[src/schp_pkg.sv]
package schp_pkg;

	// ****************************************
	// Reset values
	// ****************************************
	localparam logic RST_DETECT_ENABLE = 1'h1;
	localparam logic RST_POLARITY      = 1'h1;

	// ****************************************
	// Timing
	// ****************************************
	localparam int CLOCK_MHZ       = 200;
	localparam int DEBOUNCE_US     = 10;
	localparam int DEBOUNCE_CYCLES = DEBOUNCE_US * CLOCK_MHZ;
	localparam int DEB_W           = $clog2(DEBOUNCE_CYCLES + 1);

	// ****************************************
	// Types
	// ****************************************
	typedef enum logic [2:0] {
		ST_NO_CARD   = 3'h0,
		ST_CARD_INIT = 3'h1,
		ST_REGISTER  = 3'h2,
		ST_READY     = 3'h3,
		ST_LOCKED    = 3'h4
	} schp_state_t;

	// Configuration carried as one group
	typedef struct packed {
		logic hot_plug_detect_enable_cmd;
		logic detect_polarity_select;
	} schp_cfg_t;

	// Events and status toward the card stack
	typedef struct packed {
		logic card_present;
		logic card_access_en;
		logic init_start;
		logic reg_start;
		logic insert_evt;
		logic remove_evt;
	} schp_stat_t;

endpackage : schp_pkg

[src/schp_filter.sv]
`timescale 1ns/1ps
// Two-flop synchroniser plus stable-count filter
module schp_filter
	import schp_pkg::*;
(
	input  wire logic i_clock,
	input  wire logic i_reset,
	input  wire logic i_raw,
	output logic      o_level
);

	typedef struct packed {
		logic             s1;
		logic             s2;
		logic             lvl;
		logic [DEB_W-1:0] cnt;
	} schp_flt_t;

	schp_flt_t st_q;
	schp_flt_t st_d;

	// ****************************************
	// Filter next state
	// ****************************************
	always_comb begin
		st_d    = st_q;
		st_d.s1 = i_raw;
		st_d.s2 = st_q.s1; // Only s2 reads s1
		if (st_q.s2 == st_q.lvl) begin
			st_d.cnt = '0;
		end else if (st_q.cnt == DEB_W'(DEBOUNCE_CYCLES - 1)) begin
			st_d.lvl = st_q.s2; // Stable long enough
			st_d.cnt = '0;
		end else begin
			st_d.cnt = st_q.cnt + DEB_W'(1);
		end
	end

	// ****************************************
	// State register
	// ****************************************
	always_ff @(posedge i_clock) begin
		if (i_reset) begin
			st_q <= '0;
		end else begin
			st_q <= st_d;
		end
	end

	assign o_level = st_q.lvl;

endmodule : schp_filter

[src/schp_top.sv]
`timescale 1ns/1ps
// Card presence detection and card bring-up sequencing
module schp_top
	import schp_pkg::*;
(
	input  wire logic         i_clock,
	input  wire logic         i_reset,
	input  wire logic         i_card_detect_in,
	input  schp_pkg::schp_cfg_t i_cfg,
	input  wire logic         i_cfg_write,
	input  wire logic         i_init_done,
	output schp_pkg::schp_cfg_t o_cfg,
	output schp_pkg::schp_stat_t o_stat
);
	import schp_pkg::*;

	typedef struct packed {
		schp_state_t fsm;
		schp_cfg_t   cfg;
		logic        boot_read; // Power-up read already issued
		schp_stat_t  stat;
	} schp_top_st_t;

	schp_top_st_t st_q;
	schp_top_st_t st_d;
	logic         raw_level;
	logic         active;

	schp_filter u_filter (
		.i_clock (i_clock),
		.i_reset (i_reset),
		.i_raw   (i_card_detect_in),
		.o_level (raw_level)
	);

	assign active = st_q.cfg.detect_polarity_select ? raw_level : ~raw_level;

	// ****************************************
	// Sequencer
	// ****************************************
	always_comb begin
		st_d                 = st_q;
		st_d.stat.init_start = 1'h0;
		st_d.stat.reg_start  = 1'h0;
		st_d.stat.insert_evt = 1'h0;
		st_d.stat.remove_evt = 1'h0;
		if (i_cfg_write) begin
			st_d.cfg = i_cfg;
		end
		unique case (st_q.fsm)
			ST_NO_CARD: begin
				if (st_q.cfg.hot_plug_detect_enable_cmd && active) begin
					st_d.fsm             = ST_CARD_INIT;
					st_d.stat.init_start = 1'h1;
					st_d.stat.insert_evt = 1'h1;
				end else if (!st_q.cfg.hot_plug_detect_enable_cmd && !st_q.boot_read) begin
					st_d.fsm             = ST_CARD_INIT;
					st_d.boot_read       = 1'h1;
					st_d.stat.init_start = 1'h1;
				end
			end
			ST_CARD_INIT: begin
				if (i_init_done) begin
					st_d.fsm            = ST_REGISTER;
					st_d.stat.reg_start = 1'h1;
				end
			end
			ST_REGISTER: begin
				st_d.fsm = ST_READY;
			end
			ST_READY, ST_LOCKED: begin
			end
			default: begin
				st_d.fsm = ST_NO_CARD;
			end
		endcase
		// Removal overrides any sequence step
		if (st_q.fsm != ST_NO_CARD && st_q.cfg.hot_plug_detect_enable_cmd && !active) begin
			st_d.fsm             = ST_NO_CARD;
			st_d.stat.init_start = 1'h0;
			st_d.stat.reg_start  = 1'h0;
			st_d.stat.remove_evt = 1'h1;
		end
		// Any card seen at all counts as the power-up read
		if (st_d.fsm != ST_NO_CARD) begin
			st_d.boot_read = 1'h1;
		end
		st_d.stat.card_present   = (st_d.fsm != ST_NO_CARD);
		st_d.stat.card_access_en = (st_d.fsm != ST_NO_CARD);
	end

	// ****************************************
	// State register
	// ****************************************
	always_ff @(posedge i_clock) begin
		if (i_reset) begin
			st_q.fsm       <= ST_NO_CARD;
			st_q.cfg       <= '{RST_DETECT_ENABLE, RST_POLARITY};
			st_q.boot_read <= 1'h0;
			st_q.stat      <= '0;
		end else begin
			st_q <= st_d;
		end
	end

	assign o_cfg  = st_q.cfg;
	assign o_stat = st_q.stat;

endmodule : schp_top

[config.mk]
export PLATFORM = sky130hd
export DESIGN_NAME = schp_top
export DESIGN_NICKNAME = d
export VERILOG_FILES = /design/src/schp_pkg.sv /design/src/schp_filter.sv /design/src/schp_top.sv
export SDC_FILE = /design/constraint.sdc
export NUM_CORES = 1
export LEC_CHECK = 0
export BUFFER_PORTS_ARGS = -buffer_cell sky130_fd_sc_hd__clkbuf_2
export CAP_MARGIN = 25
export CORE_ASPECT_RATIO = 0.7
export CORE_MARGIN = 8
export CORE_UTILIZATION = 23
export DETAILED_ROUTE_END_ITERATION = 7
export PLACE_DENSITY = 0.42
export SETUP_SLACK_MARGIN = 0.2
export SLEW_MARGIN = 20
export SYNTH_ARGS = -nofsm -noshare
export SYNTH_HDL_FRONTEND = slang
export SYNTH_HIERARCHICAL = 1
export SYNTH_SLANG_ARGS = --single-unit
[constraint.sdc]
create_clock -name i_clock -period 1.6 [get_ports i_clock]
set_input_delay 0 -clock i_clock [delete_from_list [all_inputs] [get_ports i_clock]]
set_output_delay 0 -clock i_clock [all_outputs]
set_load 0.05 [all_outputs]
Yosys cells after proc, flatten, opt, wreduce, memory -nomap -nowiden
Cells that the tools add are included.
Storage, ports and cells
  register bits after elaboration: 25
  latch bits: 0
  memory bits (writable): 0
  memory bits (read-only): 0
  memories: 0
  bits of input ports: 7
  logic and storage cells: 59
  output and inout bits: 8
Operators by class
  equality and inequality tests: 7
  multipliers: 0
  magnitude comparators: 0
  reduce and logical (&&, ||, !) cells: 19
  shift-type cells: 0
  muxes and demuxes: 15
  add/sub/neg operators: 1
  bitwise operators: 4
  divide/modulo/power cells: 0
Operator list (count)
  2-to-1 mux 3 bit: 4
  case mux 3 bit (4 select lines): 1
  adder 11 x 1 -> 11 bit, second input constant: 1
  equality test 11 bit, second input constant: 1
  2-to-1 mux 1 bit: 10
  OR reduction 3 bit: 3
  equality test 3 x 2 -> 1 bit, second input constant: 2
  nonzero test 3 bit: 2
  logical AND 1 bit: 4
  NOT 1 bit: 4
  nonzero test 2 bit: 2
  OR reduction 2 bit: 2
  equality test 3 x 1 -> 1 bit, second input constant: 1
  equality test 3 bit, second input constant: 1
  zero test 1 bit: 3
  zero test 3 bit: 1
  AND reduction 3 bit: 1
  != test 2 bit, second input constant: 1
  AND reduction 2 bit: 1
  equality test 1 bit: 1

Depth between registers and ports, before layout
Gate-level depths: netlist (run 1).
  depth after elaboration: 9
  mapped depth: 4

Modules after synthesis
The synthesis (run 1) kept the hierarchy.
By module, submodules not included
  schp_filter: times used 1, seq. area each 280.3 um^2, cells an instance 64, area an instance 625.6 um^2
  schp_top: times used 1, seq. area each 220.2 um^2, cells an instance 50, area an instance 500.5 um^2

Worst setup path after synthesis (run 1)
No wires, ideal clock.
  path type: register to register
  from: register u_filter/st_q[0] (netlist name)
  to: register u_filter.st_q, in the netlist u_filter/o_level
  arrival: 1416 ps
  buffers on the path: 0
  slack: 112 ps
  cell stages (with the launch flop): 5
  library setup time: 72 ps
  path through: dfxtp_1 ha_1 nand3_2 nor4_4 mux2i_1
Between the ends
  longest elaborated chain between the ends: 2
RTL lines
  start, declared: RTL line schp_filter.sv:19  | schp_flt_t st_q;
  start signal, assigned: RTL line schp_filter.sv:46  | st_q <= st_d;
  equality test 11 bit: RTL line schp_filter.sv:31  | end else if (st_q.cnt == DEB_W'(DEBOUNCE_CYCLES - 1)) begin
  AND reduction 2 bit (no source line)
Every way passes these cells.
A chain may end at the register's enable or synchronous reset.

Worst setup path in the final report (run 1)
  from: register u_filter/st_q[1] (netlist name)
  to: register u_filter/st_q[5] (netlist name)
Between the ends
  longest elaborated chain between the ends: 2
  elaborated cells between the ends (all ways): 3
  classes of those cells: add/sub (1); eq/ne (1); reduce/logical (1)
RTL lines
  branches (longest 2 deep; another with adder 11 x 1 -> 11 bit)
Several ways; the timed one is not identified.

==> metrics.yaml, run 1 <==
setup_violations: 0
ant_nets: 0
fmax_mhz: 742
wl_met1_mm: 1.22
post_dp_cell_area_um2: 1260
grt_start_max_net_pins: 15
worstPathMaxFanout: 3
clockBufferDepth: 2
hpwl_mm: 1.72
routedWlPerCell_um: 11.3
tightest_slew_ns: 0.515
final_common_cell: "dfxtp_1"
wl_met3_um: 105
n_antenna_cell: 0
status: "complete, no violations"
cp-end-kind: "register"
critical-path-slowest-cell: "dfxtp_2"
required_ns: 1.80
setup_tns_ns: 0
via_count: 895
fin_ws_ns: 0.252
fin_skew_ns: 0.00460
die_h_um: 74.5
ys_top_cells_by_area: "dfxtp_1 44%, buf_4 5.3%, nor3_1 4.0%"
r2r_slack_ns: 0.25
grt_pass1_wl_mm: 3.91
top_level_ports: 15
drive_gt1_frac: 0.343
peakVddDrop_uv: 284
comb_power_share: 0.155
cp_top_family: "simple AND/OR/NAND/NOR gates"
path_clk_slew_ns: 0.09
portBuffers: 14
cts_buffers: 3
hold_viol: 0
root_buffer: "clkbuf_8"
track_usage: 0.0676
worst-path-buf-inv: 2
final_cell_mix: "17 x dfxtp_1, 14 x clkbuf_2, 9 x nor3_1, 9 x buf_4"
synthesis.nets: 122
cts_tree: "yes"
rsz0062_at_grt: "true"
start_kind: "register"
p_per_area_nw_per_um2: 864
vias_per_cell: 4.34
drt_iter0_markers: 56
design_area_um2: 1430
synth_area_um2: 1130
synth_area_per_cell_um2: 9.88
cts_sinks: 25
yosysSeqAreaShare: 0.444
arrival_ns: 1.54
core_area_um2: 4760
crit_chain: "nand4_1 > buf_4 > buf_4 > or3_1 > a21oi_2"
synth.largest_area_cell: "dfxtp_1"
yosysUniqueCellTypes: 40
met2_length_um: 967
r2r_cells: 5
grt_pass1_vias: 826
start_util: 0.237
num_rows: 21
fin_crit_ns: 1.35
dieArea_um2: 7430
clockPowerShare: 0.301
min-delay-path-class: "input port to register"
synthFlopType: "dfxtp_1"
max_stage_delay_ns: 0.37
gr-total-overflow: 0
worstSetupPathDepth: 5
ys_seq_elements: 25
postSynth.asyncResetShare: 0
relSlewSlack: 0.657
hold-path-cell-count: 3
drv_slew: 0
switchingPower_mw: 0.344
synth-edff-count: 0
dpl_worst_slack_ns: 0.143
crit_top_cell: "buf_4"
dr.pass1.iters: 4
min_period_over_period: 0.842
antenna_found_initial: 0
die_w_um: 99.6
crit_type: "register to register"
area_growth_pct: 27.1
netlist.area_leader.share: 0.444
final_nets: 146
place.gp.congestion: 0.774
p_int_mw: 0.893
sw_frac_of_total: 0.278
synthCells: 114
dr.max_layer_used: "met4"
seqPwrFrac: 0.545
ctsHtreeMaxLevel: 1
postRouteWirelength_mm: 2.33
clkLatencyLatePin_ns: 0.27
p_leak_nw: 0.496
maxCapViolCount: 0
ys.warnings.count: 6
drc_errors: 0
## metal layers
layer,vias up,track usage
li1,461,-
met1,415,0.0857
met5,-,0
met3,2,0.0224
met4,0,0.0351
met2,17,0.100
## flip-flops by register name, summed over array words and instances, names as in the netlist
name,flops
o_cfg,2
o_stat,5
st_q,4
u_filter/o_level,1
u_filter/st_d,1
u_filter/st_q,12
## through the flow
step	total power [mW]	cells	hold slack, ns	utilization
4_1_cts	1.26	205	0.0137	0.296
3_3_place_gp	0.866	192	0.207	0.266
2_1_floorplan	0.846	114	0.0716	-
6_report	1.24	206	0.0239	0.301
3_5_place_dp	0.867	192	0.215	0.266
5_1_grt	1.30	206	0.0342	0.301
## worst paths after layout
check | start | to
worst max-delay path | u_filter/st_q[1] | u_filter/st_q[5]
worst min-delay path | i_init_done | o_stat[2]
worst max register to register | u_filter/st_q[1] | u_filter/st_q[5]
worst min register to register | u_filter/st_d[12] | u_filter/st_q[12]
## area by class of cell
cell class / instances / area [µm²]
repair buffers: 29 / 198
clock inverters: 1 / 5.00
fillers: 507 / 3320
inverters: 4 / 15.0
well taps: 69 / 86.3
flip-flops and latches: 25 / 513
clock buffers: 3 / 41.3
multi-input cells: 75 / 573
## tightest hold or removal path, cell delays in order
cell and delay, ns:
clkbuf_2 0.09, nand3b_1 0.11, nor3_1 0.05
## power by group through the flow
stage | logic, mW | clock network (mW) | registers [mW]
2_1_floorplan | 0.163 | 0 | 0.682
6_report | 0.191 | 0.372 | 0.673
3_5_place_dp | 0.178 | 0 | 0.689
3_3_place_gp | 0.178 | 0 | 0.687
5_1_grt | 0.207 | 0.419 | 0.678
4_1_cts | 0.192 | 0.396 | 0.673
## kinds of logic after synthesis
group                    count (synthesis)  share of synthesized area
AND/OR/NAND/NOR                         44                      0.243
flip-flops                              25                      0.444
AO/OA/AOI/OAI                           23                      0.163
buffers and inverters                   14                     0.0744
XOR/XNOR                                 5                     0.0456
multiplexers                             2                     0.0178
adder cells (fa/ha/maj)                  1                     0.0111
## synthesized netlist by cell type (2+ instances only)
library cell,count
or2b_2,2
buf_4,8
or3_1,5
nor4_1,2
xnor2_1,2
nor2b_1,4
or4_1,2
nand4_1,3
o21ai_0,7
a211oi_1,3
xor2_1,2
nor2_1,4
inv_1,4
a21oi_1,3
mux2i_1,2
nor3_1,9
nand3_1,2
nand2_1,4
dfxtp_1,25
## what timing repair did
action                                  in CTS  in global routing
gates resized for setup                      4                  7
hold buffers                                 6                  0
endpoints found under the setup margin       2                 14
endpoints found under the hold margin        3                  0
setup buffers                                3                  1
pin swaps                                    3                  9
No activity file was read; power rests on OpenSTA's default activity.
==> run 2, diff against run 1 <==
Clock period 1.6 ns to 1.25 ns, I/O delays scaled along.
==> run 2 against run 1 <==
The flow now finishes with violations (negative setup slack). Die area unchanged. Count of clock-buffer cells in the layout is the same. Via count grew 4.5%. Combinational power up 59%. Sequential share of layout area fell by 4.1 points. Critical path depth fell by 1. Design area is 15% higher. Hold slack got worse by 0.0075 ns. Routed wire length up 14%. Power increased by 34%. Global-route usage grew 0.82 points. Critical path type unchanged. Highest routed layer unchanged.
==> metrics.yaml, run 2 (synthesis gave the netlist of run 1 again) <==
status: "complete, but fails checks"
violations: "negative setup slack"
p_per_area_nw_per_um2: 1000  # +16%
top_level_ports: 15  # unchanged
clkLatencyLatePin_ns: 0.27  # about the same
p_leak_nw: 0.597  # +20%
cp-end-kind: "register"
drive_gt1_frac: 0.523  # +0.180
multi_input_area_um2: 647  # +13%
drt_iter0_markers: 60  # +7.1%
track_usage: 0.0757  # +0.00817
portBuffers: 14  # unchanged
rsz0062_at_grt: "true"
routedWlPerCell_um: 12.0  # +6.0%
cts_sinks: 25  # unchanged
cts_buffers: 3  # unchanged
fmax_mhz: 737  # -0.63%
start_kind: "register"
fin_ws_ns: -0.106  # -0.359 ns
gr-total-overflow: 0  # unchanged
largest_reg_flops: 12  # unchanged
setup_violations: 12  # +12
area_growth_pct: 46.7
die_h_um: 74.5  # unchanged
path_clk_slew_ns: 0.10  # about the same
dieArea_um2: 7430  # unchanged
worstPathMaxFanout: 6  # +3
final_nets: 162  # +11%
grt_pass1_vias: 959  # +16%
layout.area.seq_um2: 524  # +2.2%
crit_type: "register to register"
die_w_um: 99.6  # unchanged
regMostFlops: "u_filter/st_q"
setup_tns_ns: -0.604  # -0.604 ns
ctsHtreeMaxLevel: 1  # unchanged
postRouteWirelength_mm: 2.66  # +14%
required_ns: 1.45  # -0.35 ns
maxCapViolCount: 0  # unchanged
n_antenna_cell: 0  # unchanged
final_common_cell: "buf_4"
cts_tree: "yes"
clockBufferDepth: 2  # unchanged
fillers: 479  # -5.5%
final_cell_mix: "23 x buf_4, 13 x clkbuf_2, 12 x dfxtp_1"
root_buffer: "clkbuf_8"
design_area_um2: 1650  # +15%
via_count: 935  # +4.5%
arrival_ns: 1.56  # +0.02 ns
dr.pass1.iters: 4  # unchanged
start_util: 0.237  # unchanged
fin_crit_ns: 1.36  # +0.00851 ns
antenna_found_initial: 0  # unchanged
peakVddDrop_uv: 604  # +110%
drv_slew: 0  # unchanged
drc_errors: 0  # unchanged
min-delay-path-class: "input port to register"
num_rows: 21  # unchanged
hold_viol: 0  # unchanged
vias_per_cell: 4.21  # -3.1%
core_area_um2: 4760  # unchanged
grt_pass1_wl_mm: 4.53  # +16%
fin_skew_ns: 0.0102  # +0.00555 ns
post_dp_cell_area_um2: 1380  # +9.4%
grt_start_max_net_pins: 16  # +1
dpl_worst_slack_ns: -0.151  # -0.294 ns
final_util: 0.347  # +0.0463
min_period_over_period: 1.09  # +0.243
ant_nets: 0  # unchanged
hpwl_mm: 1.92  # +12%
tightest_slew_ns: 0.372  # -0.143 ns
relSlewSlack: 0.752  # +0.0950
place.gp.congestion: 0.773  # -0.16%
==> run 2: worst paths after layout <==
kind	depth (start not counted)	slack [ns]	from	endpoint
hold reg to reg	1	0.45	u_filter/st_d[12]	u_filter/st_q[12]
setup reg to reg	4	-0.11	u_filter/st_q[1]	u_filter/st_q[10]
hold / removal	3	0.02	i_init_done	o_stat[2]
setup / recovery	4	-0.11	u_filter/st_q[1]	u_filter/st_q[10]
==> run 2: final cells by class <==
| class | instances | area share |
|---|---|---|
| multi-input combinational | 75 | 0.392 |
| timing repair buffer | 45 | 0.200 |
| clock inverter | 1 | 0.00455 |
| clock buffer | 3 | 0.0250 |
| tap | 69 | 0.0523 |
| sequential | 25 | 0.317 |
| inverter | 4 | 0.00909 |
==> run 2: per-layer routing <==
metal	wire length (µm)	vias to the layer above	GRT usage
li1	-	488	-
met1	1380	433	0.103
met2	1180	12	0.112
met3	65	2	0.0187
met4	34	0	0.0301
met5	0	-	0
==> run 2: power breakdown <==
group	total (mW)	switching, mW	leakage [nW]	internal, mW
logic	0.303	0.182	0.366	0.121
clock network	0.493	0.267	0.0217	0.226
registers	0.859	0.0290	0.209	0.830
==> run 2: worst max-delay path, stage by stage, from the launching register on <==
cell,delay (ns)
dfxtp_2,0.37
ha_4,0.15
nand3_4,0.10
or4_1,0.52
a31oi_1,0.14
==> run 2: repair_timing <==
item / 4_1_cts / 5_1_grt
endpoints found under the hold margin: 3 / 0
gates resized for setup: 16 / 12
hold buffers: 4 / 0
pin swaps: 10 / 5
endpoints found under the setup margin: 20 / 22
buffers inserted: 6 / 3
==> run 2: through the flow <==
stage	std cells	hold slack (ns)	total power [mW]
2_1_floorplan	114	0.0716	1.08
4_1_cts	219	0.00422	1.67
3_3_place_gp	205	0.215	1.13
6_report	222	0.0164	1.65
5_1_grt	222	0.0200	1.75
3_5_place_dp	205	0.215	1.13
